`config.mk`:
```
export PLATFORM = sky130hd
export DESIGN_NAME = interlock_alarm_indicator_logic
export DESIGN_NICKNAME = d
export VERILOG_FILES = /design/src/hw/alarm_pkg.sv /design/src/hw/alarm_history_mem.sv /design/src/hw/interlock_alarm_indicator_logic.sv /design/src/hw/tick_divider.sv
export SDC_FILE = /design/constraint.sdc
export NUM_CORES = 1
export LEC_CHECK = 0
export BUFFER_PORTS_ARGS = -buffer_cell sky130_fd_sc_hd__buf_2
export CORE_ASPECT_RATIO = 1.75
export CORE_MARGIN = 10
export CORE_UTILIZATION = 40
export CTS_CLUSTER_SIZE = 30
export DETAILED_ROUTE_END_ITERATION = 7
export SLEW_MARGIN = 15
export SYNTH_ARGS = -nofsm -noshare
export SYNTH_HDL_FRONTEND = slang
export SYNTH_SLANG_ARGS = --single-unit
export TNS_END_PERCENT = 10
```
`constraint.sdc`:
```
create_clock -name clock -period 4.81 [get_ports clock]
set_input_delay 0.2405 -clock clock [delete_from_list [all_inputs] [get_ports clock]]
set_output_delay 0.2405 -clock clock [all_outputs]
set_load 0.05 [all_outputs]
```
`src/hw/alarm_pkg.sv`:
```
// How it works
// - open closed-loop input raises its channel alarm
// - local alarm on receive channel cuts load
// - local alarm on send channel goes out
// - bus alarm on receive channel cuts load
// - self-test at power-up and single-panel press
// - six checks in order, failure blinks fault
// - low purge pressure gives five fault blinks
// - press replays bus alarm codes three times
// - another press restarts the replay
// - code is channel number plus one blinks, then pause
// - press with empty history runs self-test
// - power lamp steady, blinks awaiting bus
// - alarm lamp dark without any alarm
// - alarm lamp steady after bus shutdown
// - alarm lamp blinks for a local alarm
// - fast blink after clear until alarms gone
// - send only in own ascending poll slot
// - four-bit field is slave count or address
// - four channels, own send and receive selects
package alarm_pkg;
  // ****************************************************************
  // channel and bus geometry
  // ****************************************************************
  localparam int NUM_CH = 4; // alarm channels per panel
  localparam int CH_W = 2; // width of a channel index
  localparam int ADDR_W = 4; // bus address or slave count
  localparam int CNT_W = 3; // history fill count, 0..4
  localparam logic [ADDR_W-1:0] MASTER_SLOT = 4'h0; // master polls itself first

  // ****************************************************************
  // register map, byte addresses on the word bus
  // ****************************************************************
  localparam logic [3:0] CONFIG_OFS = 4'h0; // selections and role
  localparam logic [3:0] STATUS_OFS = 4'h4; // live state, read only
  localparam logic [3:0] COMMAND_OFS = 4'h8; // write-only commands
  localparam logic [3:0] NC_RESET = 4'hF; // all inputs closed-loop by default
  localparam int CMD_CLEAR_BIT = 0; // clear interlocks command
  localparam logic [31:0] CFG_MASK = 32'h000F_1FFF; // writable config bits, rest read 0

  // ****************************************************************
  // timing, in printed units and derived cycle counts
  // ****************************************************************
  localparam int CLOCK_HZ = 50000000;
  localparam int SLOW_MS = 250; // normal blink half period
  localparam int FAST_MS = 50; // fast blink half period
  localparam int POLL_US = 100; // length of one poll slot
  localparam int SLOW_CYCLES = CLOCK_HZ / 1000 * SLOW_MS;
  localparam int FAST_CYCLES = CLOCK_HZ / 1000 * FAST_MS;
  localparam int POLL_CYCLES = CLOCK_HZ / 1000000 * POLL_US;
  localparam logic [2:0] GAP_TICKS = 3'h4; // pause between codes
  localparam logic [1:0] REPEATS = 2'h3; // replay passes
  localparam logic [2:0] PURGE_BLINKS = 3'h5; // low purge blink count
  localparam logic [2:0] LAST_STEP = 3'h5; // purge check is last
  localparam logic [2:0] LAMP_STEP = 3'h0; // indicator check lights all

  // ****************************************************************
  // carriers and states
  // ****************************************************************
  typedef struct packed {
    logic [3:0] recv_sel; // upper nibble of byte 0
    logic [3:0] send_sel;
  } select_type;

  typedef struct packed {
    logic [ADDR_W-1:0] addr_count; // count on master, address on slave
    logic [2:0] spare; // unused, keeps the count in bits 19:16
    logic master;
    logic [3:0] nc_sel;
    select_type sel;
  } config_type;

  typedef struct packed {
    logic read;
    logic write;
    logic [3:0] address;
    logic [3:0] byteenable;
    logic [31:0] writedata;
  } avalon_req_type;

  typedef enum logic [1:0] {ST_IDLE, ST_RUN, ST_PURGE} test_state_type;
  typedef enum logic [1:0] {PB_IDLE, PB_ON, PB_OFF, PB_GAP} play_state_type;
endpackage

```
`src/hw/alarm_history_mem.sv`:
```
`timescale 1ns/100ps
// small list of channel indices in first-seen order
module alarm_history_mem
  import alarm_pkg::*;
(
  input wire logic clock,
  input wire logic rstn,
  input wire logic wr_en,
  input wire logic [CH_W-1:0] wr_addr,
  input wire logic [CH_W-1:0] wr_data,
  input wire logic [CH_W-1:0] rd_addr,
  output logic [CH_W-1:0] rd_data
);
  logic [CH_W-1:0] mem_reg [NUM_CH]; // one slot per possible channel

  // write port and registered read port
  always_ff @(posedge clock or negedge rstn)
  begin
    if (!rstn)
    begin
      for (int i = 0; i < NUM_CH; i++)
        mem_reg[i] <= '0;
      rd_data <= '0;
    end
    else
    begin
      if (wr_en)
        mem_reg[wr_addr] <= wr_data;
      rd_data <= mem_reg[rd_addr];
    end
  end
endmodule // alarm_history_mem

```
`src/hw/interlock_alarm_indicator_logic.sv`:
```
// Added by the designer: the Avalon-MM interface to the registers and the register offsets.
`timescale 1ns/100ps
module interlock_alarm_indicator_logic
  import alarm_pkg::*;
#(
  parameter int SLOW_DIV = SLOW_CYCLES,
  parameter int FAST_DIV = FAST_CYCLES,
  parameter int POLL_DIV = POLL_CYCLES
)
(
  input wire logic clock,
  input wire logic rstn,
  input wire avalon_req_type avs_req,
  output logic [31:0] avs_readdata,
  output logic avs_waitrequest,
  input wire logic [NUM_CH-1:0] interlock_in,
  input wire logic test_button,
  input wire logic purge_low,
  input wire logic [4:0] check_fail,
  input wire logic [NUM_CH-1:0] bus_alarm_in,
  input wire logic [ADDR_W-1:0] poll_addr_in,
  output logic [NUM_CH-1:0] bus_alarm_out,
  output logic bus_alarm_oe,
  output logic [ADDR_W-1:0] poll_addr_out,
  output logic poll_addr_oe,
  output logic load_on,
  output logic power_lamp,
  output logic alarm_lamp,
  output logic fault_lamp
);
  // ****************************************************************
  // helpers
  // ****************************************************************
  // lowest set bit index, used to pick the channel written to history
  function automatic logic [CH_W-1:0] lowest(input logic [NUM_CH-1:0] v);
    lowest = '0;
    for (int i = NUM_CH - 1; i >= 0; i--)
      if (v[i])
        lowest = CH_W'(i);
  endfunction

  // byte-lane merge of a write into a stored word
  function automatic logic [31:0] merge(input logic [31:0] old, input logic [31:0] wd,
                                        input logic [3:0] be);
    for (int b = 0; b < 4; b++)
      merge[b*8 +: 8] = be[b] ? wd[b*8 +: 8] : old[b*8 +: 8];
  endfunction

  // ****************************************************************
  // pin synchronisers
  // ****************************************************************
  localparam int SYNC_W = 2 * NUM_CH + ADDR_W + 2;
  logic [SYNC_W-1:0] sync1_reg; // first stage, read only by the second
  logic [SYNC_W-1:0] sync2_reg; // safe copy
  always_ff @(posedge clock or negedge rstn)
  begin
    if (!rstn)
    begin
      sync1_reg <= '0;
      sync2_reg <= '0;
    end
    else
    begin
      sync1_reg <= {interlock_in, bus_alarm_in, poll_addr_in, test_button, purge_low};
      sync2_reg <= sync1_reg;
    end
  end
  wire [NUM_CH-1:0] contact = sync2_reg[SYNC_W-1 -: NUM_CH];
  wire [NUM_CH-1:0] bus_seen = sync2_reg[SYNC_W-NUM_CH-1 -: NUM_CH];
  wire [ADDR_W-1:0] poll_seen = sync2_reg[ADDR_W+1:2];
  wire button = sync2_reg[1];
  wire purge_bad = sync2_reg[0];

  // ****************************************************************
  // register bus slave
  // ****************************************************************
  config_type cfg_reg; // selections, polarity, role, address
  logic button_reg; // previous button level for edge detect
  logic [NUM_CH-1:0] bus_latch_reg; // held bus alarms until clear
  logic [NUM_CH-1:0] recorded_reg; // channels already in history
  logic [CNT_W-1:0] hist_cnt_reg; // history fill
  logic fast_reg; // fast blink after manual clear
  logic fault_reg; // self-test found a fault
  test_state_type st_reg;
  play_state_type pb_reg;

  wire req = avs_req.read | avs_req.write;
  wire accept = req & ~avs_waitrequest; // the edge the master sees waitrequest low
  wire wr_cfg = accept & avs_req.write & (avs_req.address == CONFIG_OFS);
  wire clear_cmd = accept & avs_req.write & (avs_req.address == COMMAND_OFS)
                   & avs_req.byteenable[0] & avs_req.writedata[CMD_CLEAR_BIT];
  wire [NUM_CH-1:0] local_alarm = contact ^ cfg_reg.nc_sel;
  wire shutdown = |((local_alarm | bus_latch_reg) & cfg_reg.sel.recv_sel);
  wire [31:0] status_word = {16'h0000, fast_reg, hist_cnt_reg, fault_reg, pb_reg != PB_IDLE,
                             st_reg != ST_IDLE, shutdown, bus_latch_reg, local_alarm};
  wire [31:0] cfg_merged = merge(32'(cfg_reg), avs_req.writedata, avs_req.byteenable)
                           & CFG_MASK;
  wire [31:0] read_word = (avs_req.address == CONFIG_OFS) ? 32'(cfg_reg) :
                          (avs_req.address == STATUS_OFS) ? status_word : 32'h0000_0000;

  // one wait cycle, then a single answer cycle; unmapped reads give zero
  always_ff @(posedge clock or negedge rstn)
  begin
    if (!rstn)
    begin
      avs_waitrequest <= 1'b1;
      avs_readdata <= 32'h0000_0000;
      cfg_reg <= '{addr_count: 4'h0, spare: 3'h0, master: 1'b0, nc_sel: NC_RESET, sel: '0};
    end
    else
    begin
      avs_waitrequest <= ~(req & avs_waitrequest);
      if (req & avs_waitrequest)
        avs_readdata <= avs_req.read ? read_word : 32'h0000_0000;
      if (wr_cfg)
        cfg_reg <= config_type'(cfg_merged[$bits(config_type)-1:0]);
    end
  end

  // ****************************************************************
  // rate enables
  // ****************************************************************
  logic slow_tick; // blink and test step pace
  logic fast_tick; // fast blink pace
  logic poll_tick; // poll slot pace
  tick_divider #(.COUNT(SLOW_DIV)) slow_div (.clock(clock), .rstn(rstn), .tick(slow_tick));
  tick_divider #(.COUNT(FAST_DIV)) fast_div (.clock(clock), .rstn(rstn), .tick(fast_tick));
  tick_divider #(.COUNT(POLL_DIV)) poll_div (.clock(clock), .rstn(rstn), .tick(poll_tick));

  // ****************************************************************
  // interlock bus: polling and broadcast
  // ****************************************************************
  logic [ADDR_W-1:0] slot_reg; // master's current poll address
  wire polled_me = cfg_reg.master ? (slot_reg == MASTER_SLOT)
                                  : (poll_seen == cfg_reg.addr_count);
  wire [NUM_CH-1:0] to_send = local_alarm & cfg_reg.sel.send_sel;
  wire waiting = (|to_send) & ~polled_me;

  // master steps 0..count upward; slaves answer only in their slot
  always_ff @(posedge clock or negedge rstn)
  begin
    if (!rstn)
    begin
      slot_reg <= MASTER_SLOT;
      poll_addr_out <= MASTER_SLOT;
      poll_addr_oe <= 1'b0;
      bus_alarm_out <= '0;
      bus_alarm_oe <= 1'b0;
    end
    else
    begin
      if (poll_tick)
        slot_reg <= (slot_reg >= cfg_reg.addr_count) ? MASTER_SLOT : slot_reg + 1'b1;
      poll_addr_out <= slot_reg;
      poll_addr_oe <= cfg_reg.master;
      bus_alarm_out <= polled_me ? to_send : '0;
      bus_alarm_oe <= polled_me;
    end
  end

  // ****************************************************************
  // latched bus alarms and the history list
  // ****************************************************************
  wire [NUM_CH-1:0] fresh = bus_latch_reg & ~recorded_reg;
  wire hist_wr = |fresh;
  wire [CH_W-1:0] fresh_ch = lowest(fresh);
  logic [CH_W-1:0] idx_reg; // replay position
  logic [CH_W-1:0] code_ch; // channel stored at replay position
  alarm_history_mem history (.clock(clock), .rstn(rstn), .wr_en(hist_wr),
    .wr_addr(hist_cnt_reg[CH_W-1:0]), .wr_data(fresh_ch), .rd_addr(idx_reg), .rd_data(code_ch));

  // arriving alarm wins over a clear in the same cycle
  always_ff @(posedge clock or negedge rstn)
  begin
    if (!rstn)
    begin
      bus_latch_reg <= '0;
      recorded_reg <= '0;
      hist_cnt_reg <= '0;
      fast_reg <= 1'b0;
    end
    else
    begin
      bus_latch_reg <= (clear_cmd ? '0 : bus_latch_reg) | bus_seen;
      if (clear_cmd)
      begin
        recorded_reg <= '0;
        hist_cnt_reg <= '0;
      end
      else if (hist_wr)
      begin
        recorded_reg[fresh_ch] <= 1'b1;
        hist_cnt_reg <= hist_cnt_reg + 1'b1;
      end
      if (clear_cmd)
        fast_reg <= 1'b1;
      else if (~|(local_alarm | bus_latch_reg))
        fast_reg <= 1'b0;
    end
  end

  // ****************************************************************
  // test button: self-test or code replay
  // ****************************************************************
  wire press = button & ~button_reg;
  wire single = cfg_reg.master & (cfg_reg.addr_count == 4'h0);
  logic boot_reg; // power-up request not yet served
  wire start_test = boot_reg | (press & (single | hist_cnt_reg == '0));
  wire start_play = press & ~single & (hist_cnt_reg != '0);
  logic [2:0] step_reg; // self-test step or blink counter
  logic [2:0] blink_reg; // blinks or gap ticks done
  logic [1:0] rep_reg; // replay passes done
  logic purge_on_reg; // purge blink phase
  wire [2:0] code_len = 3'(code_ch) + 3'h1;
  wire step_fail = (step_reg < LAST_STEP) & check_fail[step_reg];
  wire last_code = (3'(idx_reg) + 3'h1) == hist_cnt_reg;

  // self-test walks the checks in order at the slow pace
  always_ff @(posedge clock or negedge rstn)
  begin
    if (!rstn)
    begin
      boot_reg <= 1'b1;
      button_reg <= 1'b0;
      st_reg <= ST_IDLE;
      step_reg <= '0;
      fault_reg <= 1'b0;
      purge_on_reg <= 1'b0;
    end
    else
    begin
      boot_reg <= 1'b0;
      button_reg <= button;
      if (start_test)
      begin
        st_reg <= ST_RUN;
        step_reg <= '0;
        fault_reg <= 1'b0;
        purge_on_reg <= 1'b0; // a restart must not begin mid-blink
      end
      else if (slow_tick)
      begin
        unique case (st_reg)
          ST_IDLE:
            step_reg <= step_reg;
          ST_RUN:
          begin
            if (step_fail)
              fault_reg <= 1'b1;
            step_reg <= step_reg + 1'b1;
            if (step_reg == LAST_STEP)
            begin
              st_reg <= purge_bad ? ST_PURGE : ST_IDLE;
              step_reg <= '0;
            end
          end
          ST_PURGE:
          begin
            purge_on_reg <= ~purge_on_reg;
            if (purge_on_reg)
              step_reg <= step_reg + 1'b1;
            if (purge_on_reg & (step_reg == PURGE_BLINKS - 3'h1))
              st_reg <= ST_IDLE;
          end
        endcase
      end
    end
  end

  // replay: code blinks, pause, next code, three passes
  always_ff @(posedge clock or negedge rstn)
  begin
    if (!rstn)
    begin
      pb_reg <= PB_IDLE;
      idx_reg <= '0;
      rep_reg <= '0;
      blink_reg <= '0;
    end
    else if (start_play)
    begin
      pb_reg <= PB_ON;
      idx_reg <= '0;
      rep_reg <= '0;
      blink_reg <= '0;
    end
    else if (slow_tick)
    begin
      unique case (pb_reg)
        PB_IDLE:
          blink_reg <= '0;
        PB_ON:
        begin
          pb_reg <= PB_OFF;
          blink_reg <= blink_reg + 1'b1;
        end
        PB_OFF:
        begin
          pb_reg <= (blink_reg == code_len) ? PB_GAP : PB_ON;
          if (blink_reg == code_len)
            blink_reg <= '0;
        end
        PB_GAP:
        begin
          blink_reg <= blink_reg + 1'b1;
          if (blink_reg == GAP_TICKS - 3'h1)
          begin
            blink_reg <= '0;
            idx_reg <= last_code ? '0 : idx_reg + 1'b1;
            if (last_code)
              rep_reg <= rep_reg + 1'b1;
            pb_reg <= (last_code & rep_reg == REPEATS - 2'h1) ? PB_IDLE : PB_ON;
          end
        end
      endcase
    end
  end

  // ****************************************************************
  // lamps and load
  // ****************************************************************
  logic slow_ph_reg; // slow blink phase
  logic fast_ph_reg; // fast blink phase
  wire lamp_check = (st_reg == ST_RUN) & (step_reg == LAMP_STEP);
  wire bus_shut = |(bus_latch_reg & cfg_reg.sel.recv_sel);
  wire alarm_next = lamp_check ? 1'b1 :
                    (pb_reg != PB_IDLE) ? (pb_reg == PB_ON) :
                    fast_reg ? fast_ph_reg :
                    (|local_alarm) ? slow_ph_reg :
                    bus_shut;
  wire fault_next = lamp_check | ((st_reg == ST_PURGE) ? purge_on_reg : fault_reg & slow_ph_reg);

  // a stuck-on lamp output could hide a real alarm, so all are registered
  always_ff @(posedge clock or negedge rstn)
  begin
    if (!rstn)
    begin
      slow_ph_reg <= 1'b0;
      fast_ph_reg <= 1'b0;
      load_on <= 1'b0;
      power_lamp <= 1'b0;
      alarm_lamp <= 1'b0;
      fault_lamp <= 1'b0;
    end
    else
    begin
      slow_ph_reg <= slow_ph_reg ^ slow_tick;
      fast_ph_reg <= fast_ph_reg ^ fast_tick;
      load_on <= ~shutdown;
      power_lamp <= lamp_check | ~waiting | slow_ph_reg;
      alarm_lamp <= alarm_next;
      fault_lamp <= fault_next;
    end
  end
endmodule // interlock_alarm_indicator_logic

```
`src/hw/tick_divider.sv`:
```
`timescale 1ns/100ps
// one-cycle enable pulse every COUNT clocks
module tick_divider
#(
  parameter int COUNT = 16
)
(
  input wire logic clock,
  input wire logic rstn,
  output logic tick
);
  localparam int W = $clog2(COUNT + 1);
  localparam logic [W-1:0] LAST = W'(COUNT - 1);
  logic [W-1:0] count_reg; // cycles since last pulse

  // free-running count, pulse on wrap
  always_ff @(posedge clock or negedge rstn)
  begin
    if (!rstn)
    begin
      count_reg <= '0;
      tick <= 1'b0;
    end
    else
    begin
      count_reg <= (count_reg == LAST) ? '0 : count_reg + 1'b1;
      tick <= (count_reg == LAST);
    end
  end
endmodule // tick_divider

```
Word-level counts from Yosys, hierarchy flattened:

Index checks and enable logic that the tools add are counted.

* bits in registers: 200
* input port bits: 63
* output and inout port bits: 47
* logic and storage cells: 247

* add/subtract/negate cells: 11
* order comparisons: 8
* equal/unequal tests: 24
* mux-type cells: 74
* bitwise operators: 45
* reductions and logical operators: 40

Operator list (count)
* $mux W2: 26
* $mux W20: 2
* $mux W3: 10
* $add A24 B1 Y24 const B: 1
* $eq A24 B24 Y1 const B: 1
* $mux W24: 1
* $reduce_or A4 Y1: 6
* $add A22 B1 Y22 const B: 1
* $eq A22 B22 Y1 const B: 1
* $mux W22: 1
* $reduce_bool A2 Y1: 11
* $mux W4: 5
* $and A1 B1 Y1: 18
* $mux W1: 18
* $and A4 B4 Y4: 4
* $mux W16: 1
* $ne A3 B3 Y1 const B: 5
* $add A13 B1 Y13 const B: 1
* $eq A13 B13 Y1 const B: 1
* $mux W13: 1
* $logic_not A4 Y1: 3
* $or A4 B4 Y4: 3
* $pmux W3 S4: 1
* $reduce_and A3 Y1: 4
* other kinds (41): 76

Logic depth before layout (Yosys ltp):

* word-level depth: 13
* gate-level depth with buffers: 7
* gate-level depth less buffers: 7

Modules after synthesis:

Synthesis repeated with hierarchy kept, for this count alone.

* cells, all modules: 725
* area total of the unflattened synthesis: 8396.8 sq um

By module, submodules not included
* interlock_alarm_indicator_logic: times used 1, cells an instance 427, area each 5009.8 sq um, sequential area each 2910.3 sq um
* tick_divider at slow_div: times used 1, cells an instance 115, area each 1211.2 sq um, sequential area each 625.6 sq um
* tick_divider at fast_div: times used 1, cells an instance 104, area each 1117.3 sq um, sequential area each 575.6 sq um
* tick_divider at poll_div: times used 1, cells an instance 55, area each 633.1 sq um, sequential area each 350.3 sq um
* alarm_history_mem: times used 1, cells an instance 24, area each 425.4 sq um, sequential area each 250.2 sq um

Least setup slack after synthesis:

OpenSTA, ideal clock, no wires.

* path kind: register to register
* from: register blink_reg[0]
* to: register pb_reg[0]
* library setup time: 0.131 ns
* data arrival time: 1.758 ns
* data required time: 4.679 ns
* slack: 2.921 ns
* cell stages (with the launch flop): 7
* path buffers: 0
* period minus slack after synthesis: 1.889 ns
* cell sequence: dfrtp_1 -> ha_1 -> ha_1 -> mux2_2 -> nand2_1 -> mux2_2 -> or3_1

* cells in the longest elaborated chain, start to end: 3

Ends and longest elaborated chain
* start: declaration: RTL line interlock_alarm_indicator_logic.sv:211 `logic [2:0] blink_reg;`
* start signal: assignment: RTL line interlock_alarm_indicator_logic.sv:295 `blink_reg <= blink_reg + 1'b1;`
* start signal: assignment: RTL line interlock_alarm_indicator_logic.sv:305 `blink_reg <= blink_reg + 1'b1;`
* $eq A3 B2 Y1: RTL line interlock_alarm_indicator_logic.sv:306 `if (blink_reg == GAP_TICKS - 3'h1)`
* $ne A3 B3 Y1 (no line)
* $reduce_and A3 Y1 (no line)
* end signal: assignment: RTL line interlock_alarm_indicator_logic.sv:299 `pb_reg <= (blink_reg == code_len) ? PB_GAP : PB_ON;`
* end signal: assignment: RTL line interlock_alarm_indicator_logic.sv:312 `pb_reg <= (last_code & rep_reg == REPEATS - 2'h1) ? PB_IDLE : PB_ON;`
* end: declaration: RTL line interlock_alarm_indicator_logic.sv:85 `play_state_type pb_reg;`

No other way between the ends.
A chain may end at the register's enable or synchronous reset.

Worst setup path in the final report:

* from: register fast_div.count_reg[0]
* to: register fast_div.count_reg[8]

* cells in the longest elaborated chain, start to end: 2
* elaborated cells between the ends (all ways): 3
* classes of those cells: 1 x add/sub; 1 x eq/ne; 1 x mux

Ends and longest elaborated chain
* start: declaration: RTL line tick_divider.sv:14 `logic [W-1:0] count_reg;`
* start signal: assignment: RTL line tick_divider.sv:26 `count_reg <= (count_reg == LAST) ? '0 : count_reg + 1'b1;`
* $add A22 B1 Y22 or $eq A22 B22 Y1 (tied branches): RTL line tick_divider.sv:26
* $mux W22 (*): RTL line tick_divider.sv:26

Every way passes the cells marked *; elsewhere a longest branch is shown, timed or not.

==> results_dict.tcl <==
set metrics [dict create \
    antenna_found_initial 0 \
    gp_congestion 0.803 \
    drc 0 \
    combPwrFrac_pct 10.3 \
    hp-class "in2reg" \
    core_area_sq_mm 0.0202 \
    cts_sinks 188 \
    die_y_um 209 \
    synth_top_area_share_pct 55.9 \
    drive_gt1_share_pct 19.8 \
    area_delta_synth_final_pct 17.1 \
    synth_flop_cell "dfrtp_1" \
    power_density_mw_per_mm2 361 \
    routed_wl_mm 17.8 \
    dpl.hpwl_mm 13.1 \
    layout_commonest_cell "dfrtp_1" \
    cpPeakStageDelay_ns 0.82 \
    max_slew.worst_pin.slew_ns 1.17 \
    cts_tree "built" \
    final_cell_mix "182 x dfrtp_1, 80 x buf_2, 71 x nor2_1" \
    setup_viol 0 \
    finalWorstSetupSlack_ns 2.72 \
    synth_largest_area_cell "dfrtp_1" \
    path_max_fanout 7 \
    place_area_sq_mm 0.00882 \
    p_int_mw 2.50 \
    htree_levels 4 \
    design_area_sq_mm 0.00955 \
    synthCells 698 \
    drt-pass1-iter-count 5 \
    relSlewSlack_pct 21.4 \
    drv_slew 0 \
    fmax_mhz 479 \
    track_usage_pct 13.8 \
    ir_worst_vdd_uv 252 \
    synth-edff-count 0 \
    fillers 1882 \
    rsz0062_at_grt "no" \
    setup_tns_ns 0 \
    drtIter0Drc 338 \
    clockBufferDepth 2 \
    period_minus_slack_ns 2.09 \
    diodes 0 \
    synth-seq-area-share_pct 57.8 \
    largest_reg_flops 24 \
    status "finished clean" \
    crit_arrival_ns 2.41 \
    cp.required_ns 5.13 \
    critical_path.slowest_cell "nor4_1" \
    synth_area_leaders "dfrtp_1 56%, xor2_1 4.2%, ha_1 4.0%" \
    cp_cell_sequence "ha_1 > nand4_1 > nor4_1 > buf_4 > nor2_1" \
    yosys_register_bits 188 \
    cap_violations 0 \
    grt_max_degree 130 \
    die_area_sq_mm 0.0267 \
    p_clk_share_pct 39.9 \
    io_buffer_count 81 \
    grt_overflow 0 \
    clock-root-buffer "clkbuf_16" \
    final_nets 894 \
    p_total_mw 3.45 \
    critical_path_class "reg2reg" \
    wl_per_cell_um 16.7 \
    ys_types 64 \
    ys_async_sr_fraction_pct 100 \
    rows 69 \
    critPathLaunchType "flip-flop" \
    postRouteAntennaNets 0 \
    cts_made_buffers 17 \
    vias 5444 \
    initial_core_util_pct 40.4 \
    die_width_um 128 \
    io_pins 110 \
    hold_viol_final 0 \
    synth.avg_cell_area_sq_um 11.7 \
    fin_crit_sh_pct 43.4 \
    end_kind "flip-flop" \
    cts_setup_buffers 0 \
    grt_pass1_wl_mm 29.5 \
    finClkSkew_ns 0.00969 \
    seqPwrFrac_pct 49.8 \
    grt_pass1_vias 5736 \
    switching_share_pct 27.5 \
    netlist_area_sq_mm 0.00815 \
    ys_warn_count 0 \
    holdWs_ns 0.0347 \
    p_switching_uw 947 \
    p_leak_nw 4.65 \
    clkTransAtPathRegs_ns 0.07 \
    viasPerCell 5.11 \
    place_ws_ns 2.68 \
    clk_latency_ns 0.43 \
]
## stage by stage
step	util (%)	cells
after detailed placement	43.7	1019
after global placement	43.7	1019
after CTS	47.3	1066
final	47.3	1066
after global routing	47.3	1066
after floorplan	-	710
## final timing paths
path                                                 start                              end  slack (ns)  cells after the start
max in group asynchronous                             rstn  fast_div.count_reg[1]$_DFF_PN0_        3.40                      3
setup reg to reg           fast_div.count_reg[0]$_DFF_PN0_  fast_div.count_reg[8]$_DFF_PN0_        2.72                      5
hold reg to reg                    sync1_reg[13]$_DFF_PN0_          sync2_reg[13]$_DFF_PN0_        0.35                      0
setup / recovery           fast_div.count_reg[0]$_DFF_PN0_  fast_div.count_reg[8]$_DFF_PN0_        2.72                      5
min in group asynchronous                             rstn             fault_lamp$_DFF_PN0_        0.34                      2
hold / removal                                 avs_req[18]          cfg_reg[18]$_DFFE_PN0P_        0.03                      2
## worst max-delay path: cells and delay by family (launching register included)
family | cells | cell delay, ns
flops | 1 | 0.38
simple gates | 3 | 1.09
fa+ha+maj | 1 | 0.22
buf+inv | 1 | 0.28
## synth_stat cells (9+ instances only)
master and count:
dfrtp_1 182, nor2_1 71, nand2_1 48, xor2_1 39, inv_1 35, nand3_1 30
xnor2_1 30, ha_1 26, a21oi_1 24, mux2_2 23, nand4_1 17, o21ai_0 16
buf_4 12, nor3_1 10, mux2i_1 9
## power groups by stage
stage / Clock [mW] / Sequential (mW) / Combinational (mW)
3_3_place_gp: 0 / 1.74 / 0.347
2_1_floorplan: 0 / 1.77 / 0.185
4_1_cts: 1.42 / 1.72 / 0.362
6_report: 1.38 / 1.72 / 0.355
5_1_grt: 1.48 / 1.72 / 0.390
3_5_place_dp: 0 / 1.75 / 0.352
## cells by family (layout without fill, tap and decap cells)
family / Yosys count / in the layout / synth area share, %
other cells: 1 / 13 / 0.0460
simple gates: 239 / 239 / 15.4
flops: 188 / 188 / 57.8
mux: 35 / 35 / 5.11
buf+inv: 57 / 165 / 3.31
fa+ha+maj: 26 / 26 / 3.99
compound gates: 83 / 83 / 6.89
xor+xnor: 69 / 69 / 7.41
## metal layers
| layer | track usage [%] | share of wire, % | vias up | wire length, um |
|---|---|---|---|---|
| li1 | - | - | 2616 | - |
| met3 | 3.57 | 5.1 | 28 | 910 |
| met5 | 0 | 0 | - | 0 |
| met2 | 23.4 | 53 | 114 | 9360 |
| met4 | 6.59 | 3.5 | 0 | 622 |
| met1 | 15.6 | 39 | 2686 | 6870 |
## area by class of cell
type / instances / area [sq um] / area share, %
clock inverters: 15 / 155 / 1.62
multi-input cells: 465 / 3220 / 33.8
inverters: 35 / 131 / 1.38
clock buffers: 17 / 425 / 4.45
repair buffers: 98 / 592 / 6.20
well taps: 248 / 310 / 3.25
flip-flops and latches: 188 / 4710 / 49.3
## timing repair
item	in CTS	in global routing
hold buffers	15	0
gates resized for setup	0	0
endpoints found under the hold margin	71	0
Power figures use the tool's default switching activity.
